File: src/rtl/pin_mux_pkg.sv
package pin_mux_pkg;

	localparam int NUM_PINS = 16;
	localparam int NUM_REGS = 10;
	localparam int NUM_ENC  = 4;

	// Byte offsets of the selection registers on the register bus.
	localparam logic [5:0] OFS_PIN_SELECT_0 = 6'h00;
	localparam logic [5:0] OFS_PIN_SELECT_1 = 6'h04;
	localparam logic [5:0] OFS_PIN_SELECT_2 = 6'h08;
	localparam logic [5:0] OFS_PIN_SELECT_3 = 6'h0C;
	localparam logic [5:0] OFS_PIN_SELECT_4 = 6'h10;
	localparam logic [5:0] OFS_PIN_SELECT_5 = 6'h14;
	localparam logic [5:0] OFS_PIN_SELECT_6 = 6'h18;
	localparam logic [5:0] OFS_ENC_FILTER   = 6'h20;
	localparam logic [5:0] OFS_KILL_SOURCE  = 6'h24;

	// Word indices derived from the offsets above.
	localparam logic [3:0] IDX_PIN_SELECT_2 = 4'h2;
	localparam logic [3:0] IDX_LAST_PIN_SEL = 4'h6;
	localparam logic [3:0] IDX_ENC_FILTER   = 4'h8;
	localparam logic [3:0] IDX_KILL_SOURCE  = 4'h9;

	// Values after reset; index 7 is a hole in the map and reads as zero.
	localparam logic [31:0] SEL_RESET [NUM_REGS] = '{
		32'h0000_0100, 32'h0101_0101, 32'h0001_0101, 32'h0101_0001, 32'h0001_0101,
		32'h0000_0100, 32'h0000_0100, 32'h0000_0000, 32'h0101_0101, 32'h0000_0001
	};

	// Field positions in the filter and kill-source registers.
	localparam int ENC_SYNC_BIT    = 0;
	localparam int ENC_QUAL_BIT    = 1;
	localparam int ENC_LANE_STRIDE = 8;
	localparam int KILL_DIRECT_BIT = 0;
	localparam int KILL_ENC_BIT    = 1;

	// Saturation value of the 6-bit qualification counter.
	localparam logic [5:0] QUAL_MAX = 6'h3F;

	localparam logic [1:0] RESP_OKAY   = 2'h0;
	localparam logic [1:0] RESP_SLVERR = 2'h2;

	// Per shared pin: owning register, byte lane, and whether a third option exists.
	localparam logic [3:0] PIN_REG [NUM_PINS] = '{
		4'h0, 4'h1, 4'h1, 4'h1, 4'h1, 4'h2, 4'h2, 4'h2,
		4'h6, 4'h3, 4'h4, 4'h5, 4'h3, 4'h4, 4'h3, 4'h4
	};
	localparam logic [1:0] PIN_LANE [NUM_PINS] = '{
		2'h1, 2'h0, 2'h1, 2'h2, 2'h3, 2'h0, 2'h1, 2'h2,
		2'h1, 2'h0, 2'h1, 2'h1, 2'h2, 2'h0, 2'h3, 2'h2
	};
	localparam logic [NUM_PINS-1:0] PIN_HAS_THIRD = 16'h0B40;

	// Pin index of the shared pin that carries port A bit 7 or timer channel 29.
	localparam int PIN_IDX_18 = 7;

	typedef enum logic {
		ST_IDLE = 1'h0,
		ST_ACK  = 1'h1
	} bus_state_e;

endpackage

File: src/rtl/pin_mux.sv
`timescale 1ns/100ps
// Notes on behaviour
// - After reset every shared pin drives its default function.
// - Each pin offers default plus up to two alternates, one select bit each.
// - Setting exactly an option's select bit routes that option to the pin.
// - Only outputs are muxed; a pin's input reaches every sharing module.
// - Pin 18 shows port A bit 7 by default; its default bit resets set.
// - Selection registers accept writes only in privileged mode.
// - A nonprivileged write answers with an error and changes nothing.
// - An all-zero register selects the default on all its pins.
// - More than one bit set in a pin's byte gives the default function.
// - Filter sync bit set: encoder input is double-synchronised only.
// - Sync bit clear, qualify bit set: synchronised then 6-bit qualified.
// - Both filter bits clear behaves like synchronisation only.
// - Encoder B, index and strobe use lanes 1, 2 and 3 the same way.
// - Kill direct bit set: port A bit 5 drives the timer kill input.
// - Direct clear, encoder bit set: inverted, synchronised error drives kill.
// - Both kill bits clear behaves like the direct port A bit 5 source.
module pin_mux
	import pin_mux_pkg::*;
(
	input  wire logic                              sys_clk,
	input  wire logic                              sys_rst,
	input  wire logic [5:0]                        address,
	input  wire logic                              read,
	input  wire logic                              write,
	input  wire logic [31:0]                       writedata,
	input  wire logic [3:0]                        byteenable,
	input  wire logic                              bus_privileged,
	output logic      [31:0]                       readdata,
	output logic                                   waitrequest,
	output logic      [1:0]                        response,
	input  wire logic [pin_mux_pkg::NUM_PINS-1:0] func_default_out,
	input  wire logic [pin_mux_pkg::NUM_PINS-1:0] func_default_oe,
	input  wire logic [pin_mux_pkg::NUM_PINS-1:0] func_alt1_out,
	input  wire logic [pin_mux_pkg::NUM_PINS-1:0] func_alt1_oe,
	input  wire logic [pin_mux_pkg::NUM_PINS-1:0] func_alt2_out,
	input  wire logic [pin_mux_pkg::NUM_PINS-1:0] func_alt2_oe,
	output logic      [pin_mux_pkg::NUM_PINS-1:0] pin_out,
	output logic      [pin_mux_pkg::NUM_PINS-1:0] pin_oe,
	input  wire logic [pin_mux_pkg::NUM_PINS-1:0] pin_in,
	output logic      [pin_mux_pkg::NUM_PINS-1:0] shared_pin_in,
	input  wire logic [pin_mux_pkg::NUM_ENC-1:0]  encoder_in,
	output logic      [pin_mux_pkg::NUM_ENC-1:0]  encoder_filtered,
	input  wire logic                              port_a_bit5,
	input  wire logic                              encoder_error_signal,
	output logic                                   timer_output_kill_n
);
	import pin_mux_pkg::*;

	// Option decode for one pin's byte: only a single set bit picks an alternate.
	function automatic logic [1:0] pick_option(input logic [7:0] lane, input logic third);
		logic [1:0] opt;
		opt = 2'h0;
		case (lane)
			8'h02:   opt = 2'h1;
			8'h04:   opt = third ? 2'h2 : 2'h0;
			default: opt = 2'h0;
		endcase
		return opt;
	endfunction

	// Byte-enable expansion, shared by every register write.
	function automatic logic [31:0] lane_mask(input logic [3:0] be);
		return {{8{be[3]}}, {8{be[2]}}, {8{be[1]}}, {8{be[0]}}};
	endfunction

	bus_state_e        state_r;
	logic       [31:0] sel_r [NUM_REGS];
	logic       [31:0] readdata_r;
	logic              waitrequest_r;
	logic       [1:0]  response_r;

	wire logic  [3:0]  reg_idx     = address[5:2];
	wire logic         addr_mapped = (address[1:0] == 2'h0) &&
	                                 ((reg_idx <= IDX_LAST_PIN_SEL) ||
	                                  (reg_idx == IDX_ENC_FILTER) ||
	                                  (reg_idx == IDX_KILL_SOURCE));
	wire logic         req_seen    = (read || write) && (state_r == ST_IDLE);
	wire logic         bus_err     = !addr_mapped || (write && !bus_privileged);
	wire logic         wr_commit   = (state_r == ST_ACK) && write && addr_mapped &&
	                                 bus_privileged;
	wire logic  [31:0] rd_word     = addr_mapped ? sel_r[reg_idx] : 32'h0000_0000;
	wire logic  [31:0] wr_mask     = lane_mask(byteenable);

	// One wait cycle per access keeps read data and the error answer registered.
	always_ff @(posedge sys_clk)
	begin
		if (sys_rst)
		begin
			state_r       <= ST_IDLE;
			waitrequest_r <= 1'h1;
			readdata_r    <= 32'h0000_0000;
			response_r    <= RESP_OKAY;
		end
		else if (req_seen)
		begin
			state_r       <= ST_ACK;
			waitrequest_r <= 1'h0;
			readdata_r    <= read ? rd_word : 32'h0000_0000;
			response_r    <= bus_err ? RESP_SLVERR : RESP_OKAY;
		end
		else
		begin
			state_r       <= ST_IDLE;
			waitrequest_r <= 1'h1;
			readdata_r    <= 32'h0000_0000;
			response_r    <= RESP_OKAY;
		end
	end

	assign readdata    = readdata_r;
	assign waitrequest = waitrequest_r;
	assign response    = response_r;

	// Reserved bits are stored as written; the pads behind them are not ours to guard.
	genvar r;
	generate
		for (r = 0; r < NUM_REGS; r++)
		begin : g_reg
			wire logic        wr_this = wr_commit && (reg_idx == 4'(r));
			wire logic [31:0] sel_nxt = (sel_r[r] & ~wr_mask) | (writedata & wr_mask);
			always_ff @(posedge sys_clk)
			begin
				if (sys_rst)
					sel_r[r] <= SEL_RESET[r];
				else if (wr_this)
					sel_r[r] <= sel_nxt;
			end
		end
	endgenerate

	// Output pin multiplexing; the registered stage keeps every pin glitch free.
	logic [NUM_PINS-1:0] pin_out_r;
	logic [NUM_PINS-1:0] pin_oe_r;
	logic [NUM_PINS-1:0] shared_in_r;

	genvar p;
	generate
		for (p = 0; p < NUM_PINS; p++)
		begin : g_pin
			wire logic [31:0] owner   = sel_r[PIN_REG[p]];
			wire logic [7:0]  lane    = owner[8*PIN_LANE[p] +: 8];
			wire logic [1:0]  opt     = pick_option(lane, PIN_HAS_THIRD[p]);
			wire logic        out_nxt = (opt == 2'h1) ? func_alt1_out[p] :
			                            (opt == 2'h2) ? func_alt2_out[p] :
			                                            func_default_out[p];
			wire logic        oe_nxt  = (opt == 2'h1) ? func_alt1_oe[p] :
			                            (opt == 2'h2) ? func_alt2_oe[p] :
			                                            func_default_oe[p];
			always_ff @(posedge sys_clk)
			begin
				if (sys_rst)
				begin
					pin_out_r[p]   <= 1'h0;
					pin_oe_r[p]    <= 1'h0;
					shared_in_r[p] <= 1'h0;
				end
				else
				begin
					pin_out_r[p]   <= out_nxt;
					pin_oe_r[p]    <= oe_nxt;
					shared_in_r[p] <= pin_in[p];
				end
			end
		end
	endgenerate

	assign pin_out       = pin_out_r;
	assign pin_oe        = pin_oe_r;
	assign shared_pin_in = shared_in_r;

	// Encoder input filters, one per input, selected by one byte lane each.
	logic [NUM_ENC-1:0] enc_s1_r;
	logic [NUM_ENC-1:0] enc_s2_r;
	logic [NUM_ENC-1:0] enc_qual_r;
	logic [NUM_ENC-1:0] enc_out_r;
	logic [5:0]         enc_cnt_r [NUM_ENC];
	logic [NUM_ENC-1:0] enc_qmode;

	genvar e;
	generate
		for (e = 0; e < NUM_ENC; e++)
		begin : g_enc
			wire logic [7:0] lane = sel_r[IDX_ENC_FILTER][ENC_LANE_STRIDE*e +: 8];
			// Only the sync-clear, qualify-set pattern qualifies; all else is sync only.
			assign enc_qmode[e] = !lane[ENC_SYNC_BIT] && lane[ENC_QUAL_BIT];
			wire logic       differs  = enc_s2_r[e] != enc_qual_r[e];
			wire logic       saturate = differs && (enc_cnt_r[e] == QUAL_MAX);
			wire logic [5:0] cnt_nxt  = (!differs || saturate) ? 6'h00 :
			                            6'(enc_cnt_r[e] + 6'h01);
			wire logic       qual_nxt = saturate ? enc_s2_r[e] : enc_qual_r[e];
			wire logic       out_nxt  = enc_qmode[e] ? qual_nxt : enc_s2_r[e];
			always_ff @(posedge sys_clk)
			begin
				if (sys_rst)
				begin
					enc_s1_r[e]   <= 1'h0;
					enc_s2_r[e]   <= 1'h0;
					enc_cnt_r[e]  <= 6'h00;
					enc_qual_r[e] <= 1'h0;
					enc_out_r[e]  <= 1'h0;
				end
				else
				begin
					enc_s1_r[e]   <= encoder_in[e];
					enc_s2_r[e]   <= enc_s1_r[e];
					enc_cnt_r[e]  <= cnt_nxt;
					enc_qual_r[e] <= qual_nxt;
					enc_out_r[e]  <= out_nxt;
				end
			end
		end
	endgenerate

	assign encoder_filtered = enc_out_r;

	// Timer kill source. The synchroniser resets to the inactive high level.
	logic err_s1_r;
	logic err_s2_r;
	logic kill_n_r;

	wire logic kill_direct = sel_r[IDX_KILL_SOURCE][KILL_DIRECT_BIT] ||
	                         !sel_r[IDX_KILL_SOURCE][KILL_ENC_BIT];
	wire logic kill_nxt    = kill_direct ? port_a_bit5 : err_s2_r;

	always_ff @(posedge sys_clk)
	begin
		if (sys_rst)
		begin
			err_s1_r <= 1'h1;
			err_s2_r <= 1'h1;
			kill_n_r <= 1'h1;
		end
		else
		begin
			err_s1_r <= !encoder_error_signal;
			err_s2_r <= err_s1_r;
			kill_n_r <= kill_nxt;
		end
	end

	assign timer_output_kill_n = kill_n_r;
endmodule

File: config.mk
export PLATFORM = sky130hd
export DESIGN_NAME = pin_mux
export DESIGN_NICKNAME = d
export VERILOG_FILES = /design/src/rtl/pin_mux_pkg.sv /design/src/rtl/pin_mux.sv
export SDC_FILE = /design/constraint.sdc
export NUM_CORES = 1
export LEC_CHECK = 0
export ABC_AREA = 0
export BUFFER_PORTS_ARGS = -buffer_cell sky130_fd_sc_hd__clkbuf_2
export CAP_MARGIN = 20
export CORE_UTILIZATION = 53
export DETAILED_ROUTE_END_ITERATION = 7
export PLACE_DENSITY_LB_ADDON = 0.08
export SLEW_MARGIN = 10
export SYNTH_ARGS = -nofsm -noshare
export SYNTH_HDL_FRONTEND = slang
export SYNTH_SLANG_ARGS = --single-unit
File: constraint.sdc
create_clock -name sys_clk -period 2.85 [get_ports sys_clk]
set_input_delay 0.1425 -clock sys_clk [delete_from_list [all_inputs] [get_ports sys_clk]]
set_output_delay 0.1425 -clock sys_clk [all_outputs]
set_load 0.005 [all_outputs]
==> metrics.md, run 1 <==
| Metric | Value |
|---|---|
| Width of the die | 202.5 um |
| Reg area | 0.01213 mm2 |
| Synth Warn # | 0 |
| Leak | 9.358 nW |
| Post-Layout Inst Area | 0.02562 mm2 |
| CTS Sinks | 446 |
| WL/cell | 23.74 um |
| Compound-Gate Fraction of Synth Area | 0.1462 |
| Vias in the first global route | 16200 |
| Clock transition at path regs | 0.06 ns |
| Commonest non-fill, non-tap cell in the layout | edfxtp_1 |
| Sequential fraction of the synthesis area | 0.5695 |
| Initial Util | 0.5362 |
| Post-CTS setup buffer count | 0 |
| Number of max-cap violations | 0 |
| DR iter-0 viols | 1410 |
| Total CTS buffers | 48 |
| Final wirelength | 63340 um |
| Pins Over Slew Limit | 0 |
| Hold depth | 3 |
| Largest net degree at the start of global routing | 73 |
| Final setup violating endpoints | 0 |
| Final Hold Viols | 0 |
| Async SR Flop Fraction | 0 |
| Cell variety after synth | 48 |
| Cell row count | 73 |
| Crit-path most repeated cell | dlygate4sd3_1 |
| Clock Skews | 0.01111 ns |
| PD cells | 569.3 mW/mm2 |
| Layout area overhead | 20.25% |
| H-tree levels | 2 |
| R2r endpoint | pin_out[3] |
| Worst-Margin Slew | 1.020 ns |
| Critical path class | reg -> reg |
| Syn Std Cell Area | 0.02130 mm2 |
| Post-DP HPWL | 38690 um |
| R2R setup slack | 0.15 ns |
| Core area | 0.03973 mm2 |
| GR Util All Layers | 0.3095 |
| CP max FO | 3 |
| Register bit total from synthesis | 446 |
| Global-route wire length before repair | 96610 um |
| Max clock buf depth | 3 |
| PnR Total Power | 14.58 mW |
| Post-CTS Hold Buffers | 93 |
| Status | completed |
| Synth Area in XOR/XNOR | 0.008223 |
| Simple-gate portion of the synthesized area | 0.1458 |
| Post-DP Area | 0.02319 mm2 |
| Layout cells sized above 1 | 0.2296 |
| Vias | 16230 |
| Max frequency | 369.8 MHz |
| Final min period | 2.704 ns |
| Crit-path cells | nor4_1, nand4_1, mux2i_1, dlygate4sd3_1, nor2_1, dlygate4sd3_1 |
| CTS tree | built |
| Most frequent cells in the layout | edfxtp_1, nand2b_1, clkbuf_2, a211oi_1, dfxtp_1 |
| Chip height | 202.5 um |
| Hold Startpoint | address[4] |
| CP max stage delay | 0.56 ns |
| DRT antenna net count | 0 |
| Reg2reg start | sel_r[1][23] |
| Die area | 0.04100 mm2 |
| Reg2reg path depth | 6 |
| Crit share post-route | 0.9489 |
| HP Class | in -> reg |
| Synth Area in Adders | 0.002349 |
| Initial DRT Pass Iterations | 5 |
| Syn Inst Count | 1786 |
| Slew headroom | 0.3203 |
| Critical Path RT | 3.31 ns |
| Post-layout util | 0.6447 |
| Unrepaired setup endpoints after global routing | no |
| Worst vdd ir | 390.4 uV |
| Routability cong. | 0.8218 |
| Vias per inst | 6.084 |
| EDFF count, synth | 320 |
| Initial antenna violation count | 1 |
| DRC | 0 |
| TNS Setup | 0 ns |
| Fillers | 3073 |
| Worst EP arrival | 3.17 ns |
| Slowest cell on crit path | dlygate4sd3_1 |
| Resized Gates After CTS | 0 |
| Most used DFF post-synth | edfxtp_1 |
| Main combinational cell family by area after synthesis | compound AO/OA/AOI/OAI gates |
| IO Port Bufs | 227 |
| Worst setup EP type | flop |
| Layout Nets | 2275 |
| Root buffer cell | clkbuf_16 |
| Syn Area/Cell | 11.93 um2 |
| Post-synthesis mux area share | 0.09233 |
| Multi-input gate area | 0.008564 mm2 |
| Hold path endpoint | sel_r[1][8] |
| Antenna diode count | 0 |
| Total grt overflow | 0 |
| Critical Path Source Type | flop |
| Clock latency on the worst-skew pair | 0.58 ns |
| # IOs | 253 |
## metal layers
layer  GRT usage  wire length [um]  up-vias
met5           0                 9        -
met4      0.1211              2340        2
met3     0.06148              5421      135
met2      0.4861             29630      752
met1      0.4235             25940     8030
li1            -                 -     7313
## worst max-delay path, delay by kind of cell (launching register included)
| kind | cells | cell delay (ns) |
|---|---|---|
| buf+inv | 2 | 1.12 |
| simple gates | 3 | 0.79 |
| flops | 1 | 0.45 |
| mux | 1 | 0.23 |
## sequential cells by signal, indices dropped and copies added, names as in the netlist, 4 cells and up
register and cells:
enc_cnt_r 24, enc_qual_r 4, enc_s1_r 4, enc_s2_r 4
encoder_filtered 4, pin_oe 16, pin_out 16, readdata 32
sel_r 320, shared_pin_in 16
## cell families (layout without fill, tap and decap cells)
family | count (synthesis) | in the layout
other | 1 | 33
muxes | 150 | 150
DFF | 446 | 446
adders and majority gates | 4 | 4
AOI/OAI and AO/OA | 421 | 421
and+or+nand+nor | 568 | 568
xor gates and xnor gates | 20 | 20
buffers and inverters | 176 | 501
## power breakdown
part / switching [mW] / internal (mW) / leakage [nW]
Sequential: 0.120 / 7.16 / 4.24
Combinational: 0.758 / 0.535 / 4.37
Clock: 2.57 / 3.44 / 0.747
## through the flow
stage | hold slack (ns) | setup WS (ns) | cells
CTS | 0.04931 | 0.1444 | 2668
detailed placement | 0.3181 | 0.5913 | 2488
finish | 0.07969 | 0.1458 | 2668
floorplan | 0.2162 | 0.4255 | 1818
global route | 0.09158 | 0.01327 | 2668
global placement | 0.3200 | 0.5977 | 2488
## synth_stat cells (3+ instances only)
library cell,instances,area [um2]
nand3b_1,3,22.52
buf_2,30,150.1
nand2b_1,275,1720
mux2i_1,66,660.6
inv_1,29,108.9
buf_4,3,22.52
nor4_1,17,106.4
a311oi_1,9,78.83
mux2_2,52,585.6
buf_1,10,37.54
o2111ai_1,20,175.2
a21o_1,5,37.54
nand2_1,61,229.0
clkbuf_1,98,367.9
mux4_2,32,720.7
xor2_1,11,96.34
a31o_2,3,26.28
nor2_1,119,446.7
nor2b_1,29,181.4
and3_1,12,75.07
nand4_1,14,87.58
nor4b_1,6,52.55
a21oi_1,81,405.4
xnor2_1,9,78.83
a211oi_2,28,350.3
a22oi_1,32,240.2
buf_6,6,67.56
or2_2,5,31.28
a211oi_1,220,1652
o21ai_0,17,85.08
ha_1,4,50.05
dfxtp_1,126,2522
edfxtp_1,320,9609
nand3_1,18,90.09
## area by class of cell
cell class              instances  area share
clock buffers                  75     0.05588
well taps                     525     0.02564
repair buffers                385      0.1039
flip-flops and latches        446      0.4736
clock inverters                12    0.002345
inverters                      29    0.004249
multi-input cells            1196      0.3343
## worst max path at each step
stage | from | to | slack, ns | cells past startpoint
3_3_place_gp | address[3] | sel_r[0][22] | 0.60 | 6
5_1_grt | sel_r[1][23] | pin_out[3] | 0.01 | 6
6_report | sel_r[1][23] | pin_out[3] | 0.15 | 6
2_1_floorplan | address[2] | sel_r[1][0] | 0.43 | 6
3_5_place_dp | address[3] | sel_r[0][18] | 0.59 | 6
4_1_cts | sel_r[1][23] | pin_oe[3] | 0.14 | 6
(Power assumes the default switching activity.)
==> run 2: changes to the inputs <==
CORE_MARGIN = 2   (was default)
CORE_UTILIZATION = 55   (was 53)
clock period = 3.3 ns   (was 2.85 ns; I/O delays follow)
==> metrics.md, run 2 (synthesis gave the netlist of run 1 again) <==
| Metric | Value |
|---|---|
| # IOs | 253 (unchanged) |
| Multi-input gate area | 0.008564 mm2 (unchanged) |
| Layout Nets | 2267 (-0.35%) |
| Met2 Usage GRT | 0.5004 (+0.01432) |
| Vias | 16270 (+0.22%) |
| Commonest non-fill, non-tap cell in the layout | edfxtp_1 |
| Number of max-cap violations | 0 (unchanged) |
| Worst vdd ir | 389.5 uV (-0.24%) |
| Chip height | 200.8 um (-0.83%) |
| HP Class | in -> reg |
| Worst setup EP type | flop |
| Total grt overflow | 0 (unchanged) |
| Global-route wire length before repair | 96120 um (-0.50%) |
| Cell row count | 72 (-1.4%) |
| Crit share post-route | 0.7468 (-0.2020) |
| Initial DRT Pass Iterations | 6 (+1) |
| CTS Sinks | 446 (unchanged) |
| Max clock buf depth | 3 (unchanged) |
| Final min period | 2.465 ns (-0.2396 ns) |
| Leak | 9.363 nW (about the same) |
| Reg area | 0.01213 mm2 (unchanged) |
| Total CTS buffers | 47 (-2.1%) |
| Routability cong. | 0.7973 (-3.0%) |
| Status | completed |
| Critical Path RT | 3.82 ns (+0.51 ns) |
| Final setup violating endpoints | 0 (unchanged) |
| PD cells | 501.6 mW/mm2 (-12%) |
| Max reg flops | 320 (unchanged) |
| PnR Total Power | 12.86 mW (-12%) |
| Most frequent cells in the layout | edfxtp_1, nand2b_1, clkbuf_2, a211oi_1, dfxtp_1 |
| Largest Register | sel_r |
| WL/cell | 23.83 um (+0.36%) |
| Pins Over Slew Limit | 0 (unchanged) |
| Fillers | 2911 (-5.3%) |
| GRT met1 Usage | 0.4223 (-0.001205) |
| Worst-Margin Slew | 1.010 ns (-0.009489 ns) |
| Max frequency | 405.7 MHz (+9.7%) |
| Worst Hold Slack | 0.06129 ns (-0.01840 ns) |
| Root buffer cell | clkbuf_16 |
| Unrepaired setup endpoints after global routing | no |
| DRC | 0 (unchanged) |
| Initial Util | 0.5538 (+0.01763) |
| Clock latency on the worst-skew pair | 0.59 ns (about the same) |
| Layout area overhead | 20.39% |
| Post-DP Area | 0.02314 mm2 (-0.22%) |
| Clock Skews | 0.01771 ns (+0.006604 ns) |
| Most used routing layer | met2 |
| Slew headroom | 0.3241 (+0.003838) |
| Met3 usage | 0.05292 (-0.008555) |
| CP max FO | 4 (+1) |
| Critical Path Source Type | flop |
| CTS tree | built |
| Die area | 0.04032 mm2 (-1.7%) |
| TNS Setup | 0 ns (unchanged) |
| Resized Gates After CTS | 0 (unchanged) |
| Width of the die | 200.8 um (-0.83%) |
| Largest net degree at the start of global routing | 88 (+21%) |
| GR Util All Layers | 0.3103 (+0.0008468) |
| DR iter-0 viols | 1796 (+27%) |
| Clock transition at path regs | 0.06 ns (about the same) |
| Worst EP arrival | 2.98 ns (-0.19 ns) |
| Vias per inst | 6.129 (+0.74%) |
| Final Hold Viols | 0 (unchanged) |
| Layout cells sized above 1 | 0.2285 (-0.001120) |
| Post-Layout Inst Area | 0.02565 mm2 (+0.12%) |
| H-tree levels | 2 (unchanged) |
| Vias in the first global route | 16280 (+0.51%) |
| DRT antenna net count | 0 (unchanged) |
| Post-DP HPWL | 38100 um (-1.5%) |
| Core area | 0.03847 mm2 (-3.2%) |
| Antenna diode count | 0 (unchanged) |
| Initial antenna violation count | 0 (-1) |
| IO Port Bufs | 227 (unchanged) |
| Critical path class | reg -> reg |
| Final wirelength | 63240 um (-0.16%) |
run 2: changes by cell type in the layout (fill, tap and decap cells not counted), sizes merged:
cell,delta
clkinv,-2
buf,-3
dlygate4sd3,-4
bufinv,+3
inv,-1
run 2: worst paths after layout:
kind	from	endpoint	slack, ns	depth (start not counted)
min	address[0]	response[1]	0.06	3
max	sel_r[6][14]	pin_out[8]	0.84	4
max reg2reg	sel_r[6][14]	pin_out[8]	0.84	4
min reg2reg	err_s1_r	err_s2_r	0.42	1
run 2: cell type report:
| type | instances | share of cell area |
|---|---|---|
| well taps | 518 | 0.02527 |
| clock buffers | 75 | 0.05684 |
| inverters | 29 | 0.004245 |
| clock inverters | 12 | 0.005269 |
| flip-flops and latches | 446 | 0.4730 |
| multi-input cells | 1196 | 0.3340 |
| repair buffers | 378 | 0.1014 |
run 2: power by group:
group          internal, mW  switching, mW  leakage (nW)
Sequential             6.18          0.105          4.24
Clock                  3.26           2.21         0.788
Combinational         0.458          0.652          4.33
Total                  9.90           2.96          9.36
run 2: timing repair:
| item | in CTS | in global routing |
|---|---|---|
| buffers inserted | 0 | 0 |
| hold buffers | 89 | 0 |
| hold endpoints to repair | 57 | 0 |
| endpoints found under the setup margin | 0 | 0 |
run 2: worst max-delay path, stage by stage (launching register included):
cell           delay, ns
edfxtp_1            0.42
nor4_1              0.80
nand4_1             0.31
a311oi_1            0.29
dlygate4sd3_1       0.59
run 2: routing by layer:
layer | up-vias | share of wire
li1 | 7303 | -
met1 | 8056 | 0.41
met2 | 761 | 0.47
met3 | 147 | 0.081
met4 | 0 | 0.036
met5 | - | 0
run 2: stage by stage:
| stage | worst slack (ns) | cells | utilization |
|---|---|---|---|
| floorplan | 0.3929 | 1818 | - |
| global placement | 0.6931 | 2477 | 0.6016 |
| detailed placement | 0.6619 | 2477 | 0.6016 |
| CTS | 0.8848 | 2653 | 0.6662 |
| global route | 0.7266 | 2654 | 0.6667 |
| finish | 0.8354 | 2654 | 0.6667 |
==> run 3: changes to the inputs <==
ABC_AREA = 1   (was 0)
CORE_UTILIZATION = 53   (was 55)
clock period = 2 ns   (was 3.3 ns; I/O delays follow)
==> metrics.md, run 3 <==
| Metric | Value |
|---|---|
| PD cells | 807.9 mW/mm2 (+61%) |
| Critical Path RT | 2.48 ns (-1.34 ns) |
| Antenna diode count | 0 (unchanged) |
| Cell accounting for the most synthesized area | edfxtp_1 |
| Worst setup EP type | flop |
| Layout cells sized above 1 | 0.1347 (-0.09376) |
| Slew headroom | 0.5516 (+0.2275) |
| Pins Over Slew Limit | 0 (unchanged) |
| Clock latency on the worst-skew pair | 0.58 ns (about the same) |
| Register bit total from synthesis | 446 (unchanged) |
| Chip height | 203.5 um (+1.3%) |
| Compound-Gate Fraction of Synth Area | 0.09099 (-0.05520) |
| Synth Area in XOR/XNOR | 0.001246 (-0.006977) |
| EDFF count, synth | 320 (unchanged) |
| Largest net degree at the start of global routing | 105 (+19%) |
| Final setup violating endpoints | 0 (unchanged) |
| Syn Inst Count | 2581 (+45%) |
| CTS tree | built |
| Critical Path Source Type | flop |
| CTS Sinks | 446 (unchanged) |
| Worst EP arrival | 2.43 ns (-0.55 ns) |
| Clock Skews | 0.01531 ns (-0.002404 ns) |
| Syn Area/Cell | 8.173 um2 (-31%) |
| Synth Warn # | 0 (unchanged) |
| Main combinational cell family by area after synthesis | simple AND/OR/NAND/NOR gates |
| Initial antenna violation count | 0 (unchanged) |
| Hold depth | 3 (unchanged) |
| HP Class | in -> reg |
| Post-synthesis mux area share | 0 (-0.09233) |
| Root buffer cell | clkbuf_16 |
| Crit share post-route | 0.9745 (+0.2276) |
| Initial Util | 0.5334 (-0.02044) |
| Area share of the largest cell type after synthesis | 0.4555 (+0.004468) |
| Layout Nets | 3093 (+36%) |
| Width of the die | 203.5 um (+1.3%) |
| Vias | 18730 (+15%) |
| Simple-gate portion of the synthesized area | 0.2685 (+0.1226) |
| DRC | 0 (unchanged) |
| Commonest non-fill, non-tap cell in the layout | nand2_1 |
| Cell variety after synth | 32 (-33%) |
| Die area | 0.04141 mm2 (+2.7%) |
| Unrepaired setup endpoints after global routing | yes |
| H-tree levels | 2 (unchanged) |
| Total grt overflow | 0 (unchanged) |
| Critical path class | reg -> reg |
| Worst vdd ir | 759.4 uV (+95%) |
| Routability cong. | 0.8274 (+3.8%) |
| IO Port Bufs | 227 (unchanged) |
| Synth Area in Adders | 0.002373 (+0.00002327) |
| Status | completed |
| Cell row count | 73 (+1.4%) |
| Reg2reg path depth | 8 (+4) |
| Largest cells by area after synthesis | edfxtp_1, nand2_1, dfxtp_1, nor2_1, a21oi_1 |
| Layout area overhead | 22.88% |
| Vias per inst | 5.372 (-12%) |
| # IOs | 253 (unchanged) |
| PnR Total Power | 20.94 mW (+63%) |
| Max reg flops | 320 (unchanged) |
| Most frequent cells in the layout | nand2_1, nor2_1, edfxtp_1, a21oi_1, clkbuf_2 |
| Worst-Margin Slew | 0.6716 ns (-0.3385 ns) |
| DR iter-0 viols | 1806 (+0.56%) |
| Max frequency | 513.1 MHz (+26%) |
| Async SR Flop Fraction | 0 (unchanged) |
| Commonest cells post-synth | nand2_1, nor2_1, edfxtp_1 |
| Core area | 0.03955 mm2 (+2.8%) |
| Number of max-cap violations | 0 (unchanged) |
| Most used DFF post-synth | edfxtp_1 |
| Global-route wire length before repair | 95840 um (-0.29%) |
| Final min period | 1.949 ns (-0.5157 ns) |
| Leak | 11.53 nW (+23%) |
| CP max FO | 4 (unchanged) |
| Initial DRT Pass Iterations | 6 (unchanged) |
| Total CTS buffers | 48 (+2.1%) |
| GR Util All Layers | 0.2981 (-0.01226) |
| Clock transition at path regs | 0.06 ns (about the same) |
| Most frequent cell after synthesis | nand2_1 |
| DRT antenna net count | 0 (unchanged) |
| Max clock buf depth | 3 (unchanged) |
| TNS Setup | 0 ns (unchanged) |
| Vias in the first global route | 17660 (+8.5%) |
| Syn Std Cell Area | 0.02109 mm2 (-0.98%) |
| Final Hold Viols | 0 (unchanged) |
| Final wirelength | 62750 um (-0.77%) |
| WL/cell | 17.99 um (-24%) |
| Largest Register | sel_r |
| Post-DP HPWL | 38450 um (+0.92%) |
| Sequential fraction of the synthesis area | 0.5751 (+0.005641) |
[run 3: changes by cell type after synthesis, moves of 52 or more]
cell	before	now
a211oi_1	220	0
a21oi_1	81	316
inv_1	29	139
mux2_2	52	0
mux2i_1	66	0
nand2_1	61	792
nand2b_1	275	0
nand3_1	18	90
nor2_1	119	480
[run 3: power by group]
part / total [mW] / switching [mW] / internal [mW]
logic: 2.00 / 1.26 / 0.747
registers: 10.4 / 0.164 / 10.2
clock network: 8.57 / 3.61 / 4.96
[run 3: metal layers]
layer,vias up,GRT usage,wire length [um]
met3,131,0.04251,4931
met4,0,0.1134,2127
met5,-,0,0
li1,9041,-,-
met1,8767,0.3916,25400
met2,794,0.5027,30290
[run 3: cells by family after synthesis]
family	Yosys count
buffers and inverters	311
other	1
AOI/OAI and AO/OA	382
DFF	446
xor gates and xnor gates	3
adders and majority gates	4
and+or+nand+nor	1434
[run 3: final timing paths]
check	to	start	slack (ns)
hold reg to reg	enc_s2_r[3]	enc_s1_r[3]	0.41
hold / removal	enc_s2_r[2]	sys_rst	0.04
setup reg to reg	pin_out[11]	sel_r[5][11]	0.05
setup / recovery	pin_out[11]	sel_r[5][11]	0.05
[run 3: through the flow]
stage               setup slack, ns  std cells  utilization  hold slack (ns)  cell area (um2)
finish                      0.05107       3487       0.6554          0.04476            25920
global route              -0.009976       3487       0.6554          0.05661            25920
CTS                         0.01253       3482       0.6525          0.02513            25800
detailed placement           0.2679       3296       0.5898           0.2754            23330
global placement             0.2650       3292       0.5878           0.2579            23250
floorplan                  -0.02787       2613            -           0.1697            21300
[run 3: worst max-delay path, stage by stage (launching register included)]
cell	delay (ns)
edfxtp_1	0.43
or2_2	0.34
nor2_4	0.12
nand2_1	0.10
nand2_1	0.07
nand3_1	0.07
dlygate4sd3_1	0.59
nand2_1	0.08
inv_1	0.04
[run 3: cell type report]
cell class	instances	area (um2)
inverter	177	666.9
clock inverter	14	87.58
sequential	446	12130
tap	525	656.9
fill	3338	13630
timing repair buffer	395	3033
clock buffer	74	1410
multi-input combinational	1856	7934
[run 3: timing repair]
action,in CTS,in global routing
resized for setup,0,12
hold buffers,98,1
buffers inserted,0,3
endpoints found under the hold margin,57,1
endpoints found under the setup margin,0,10
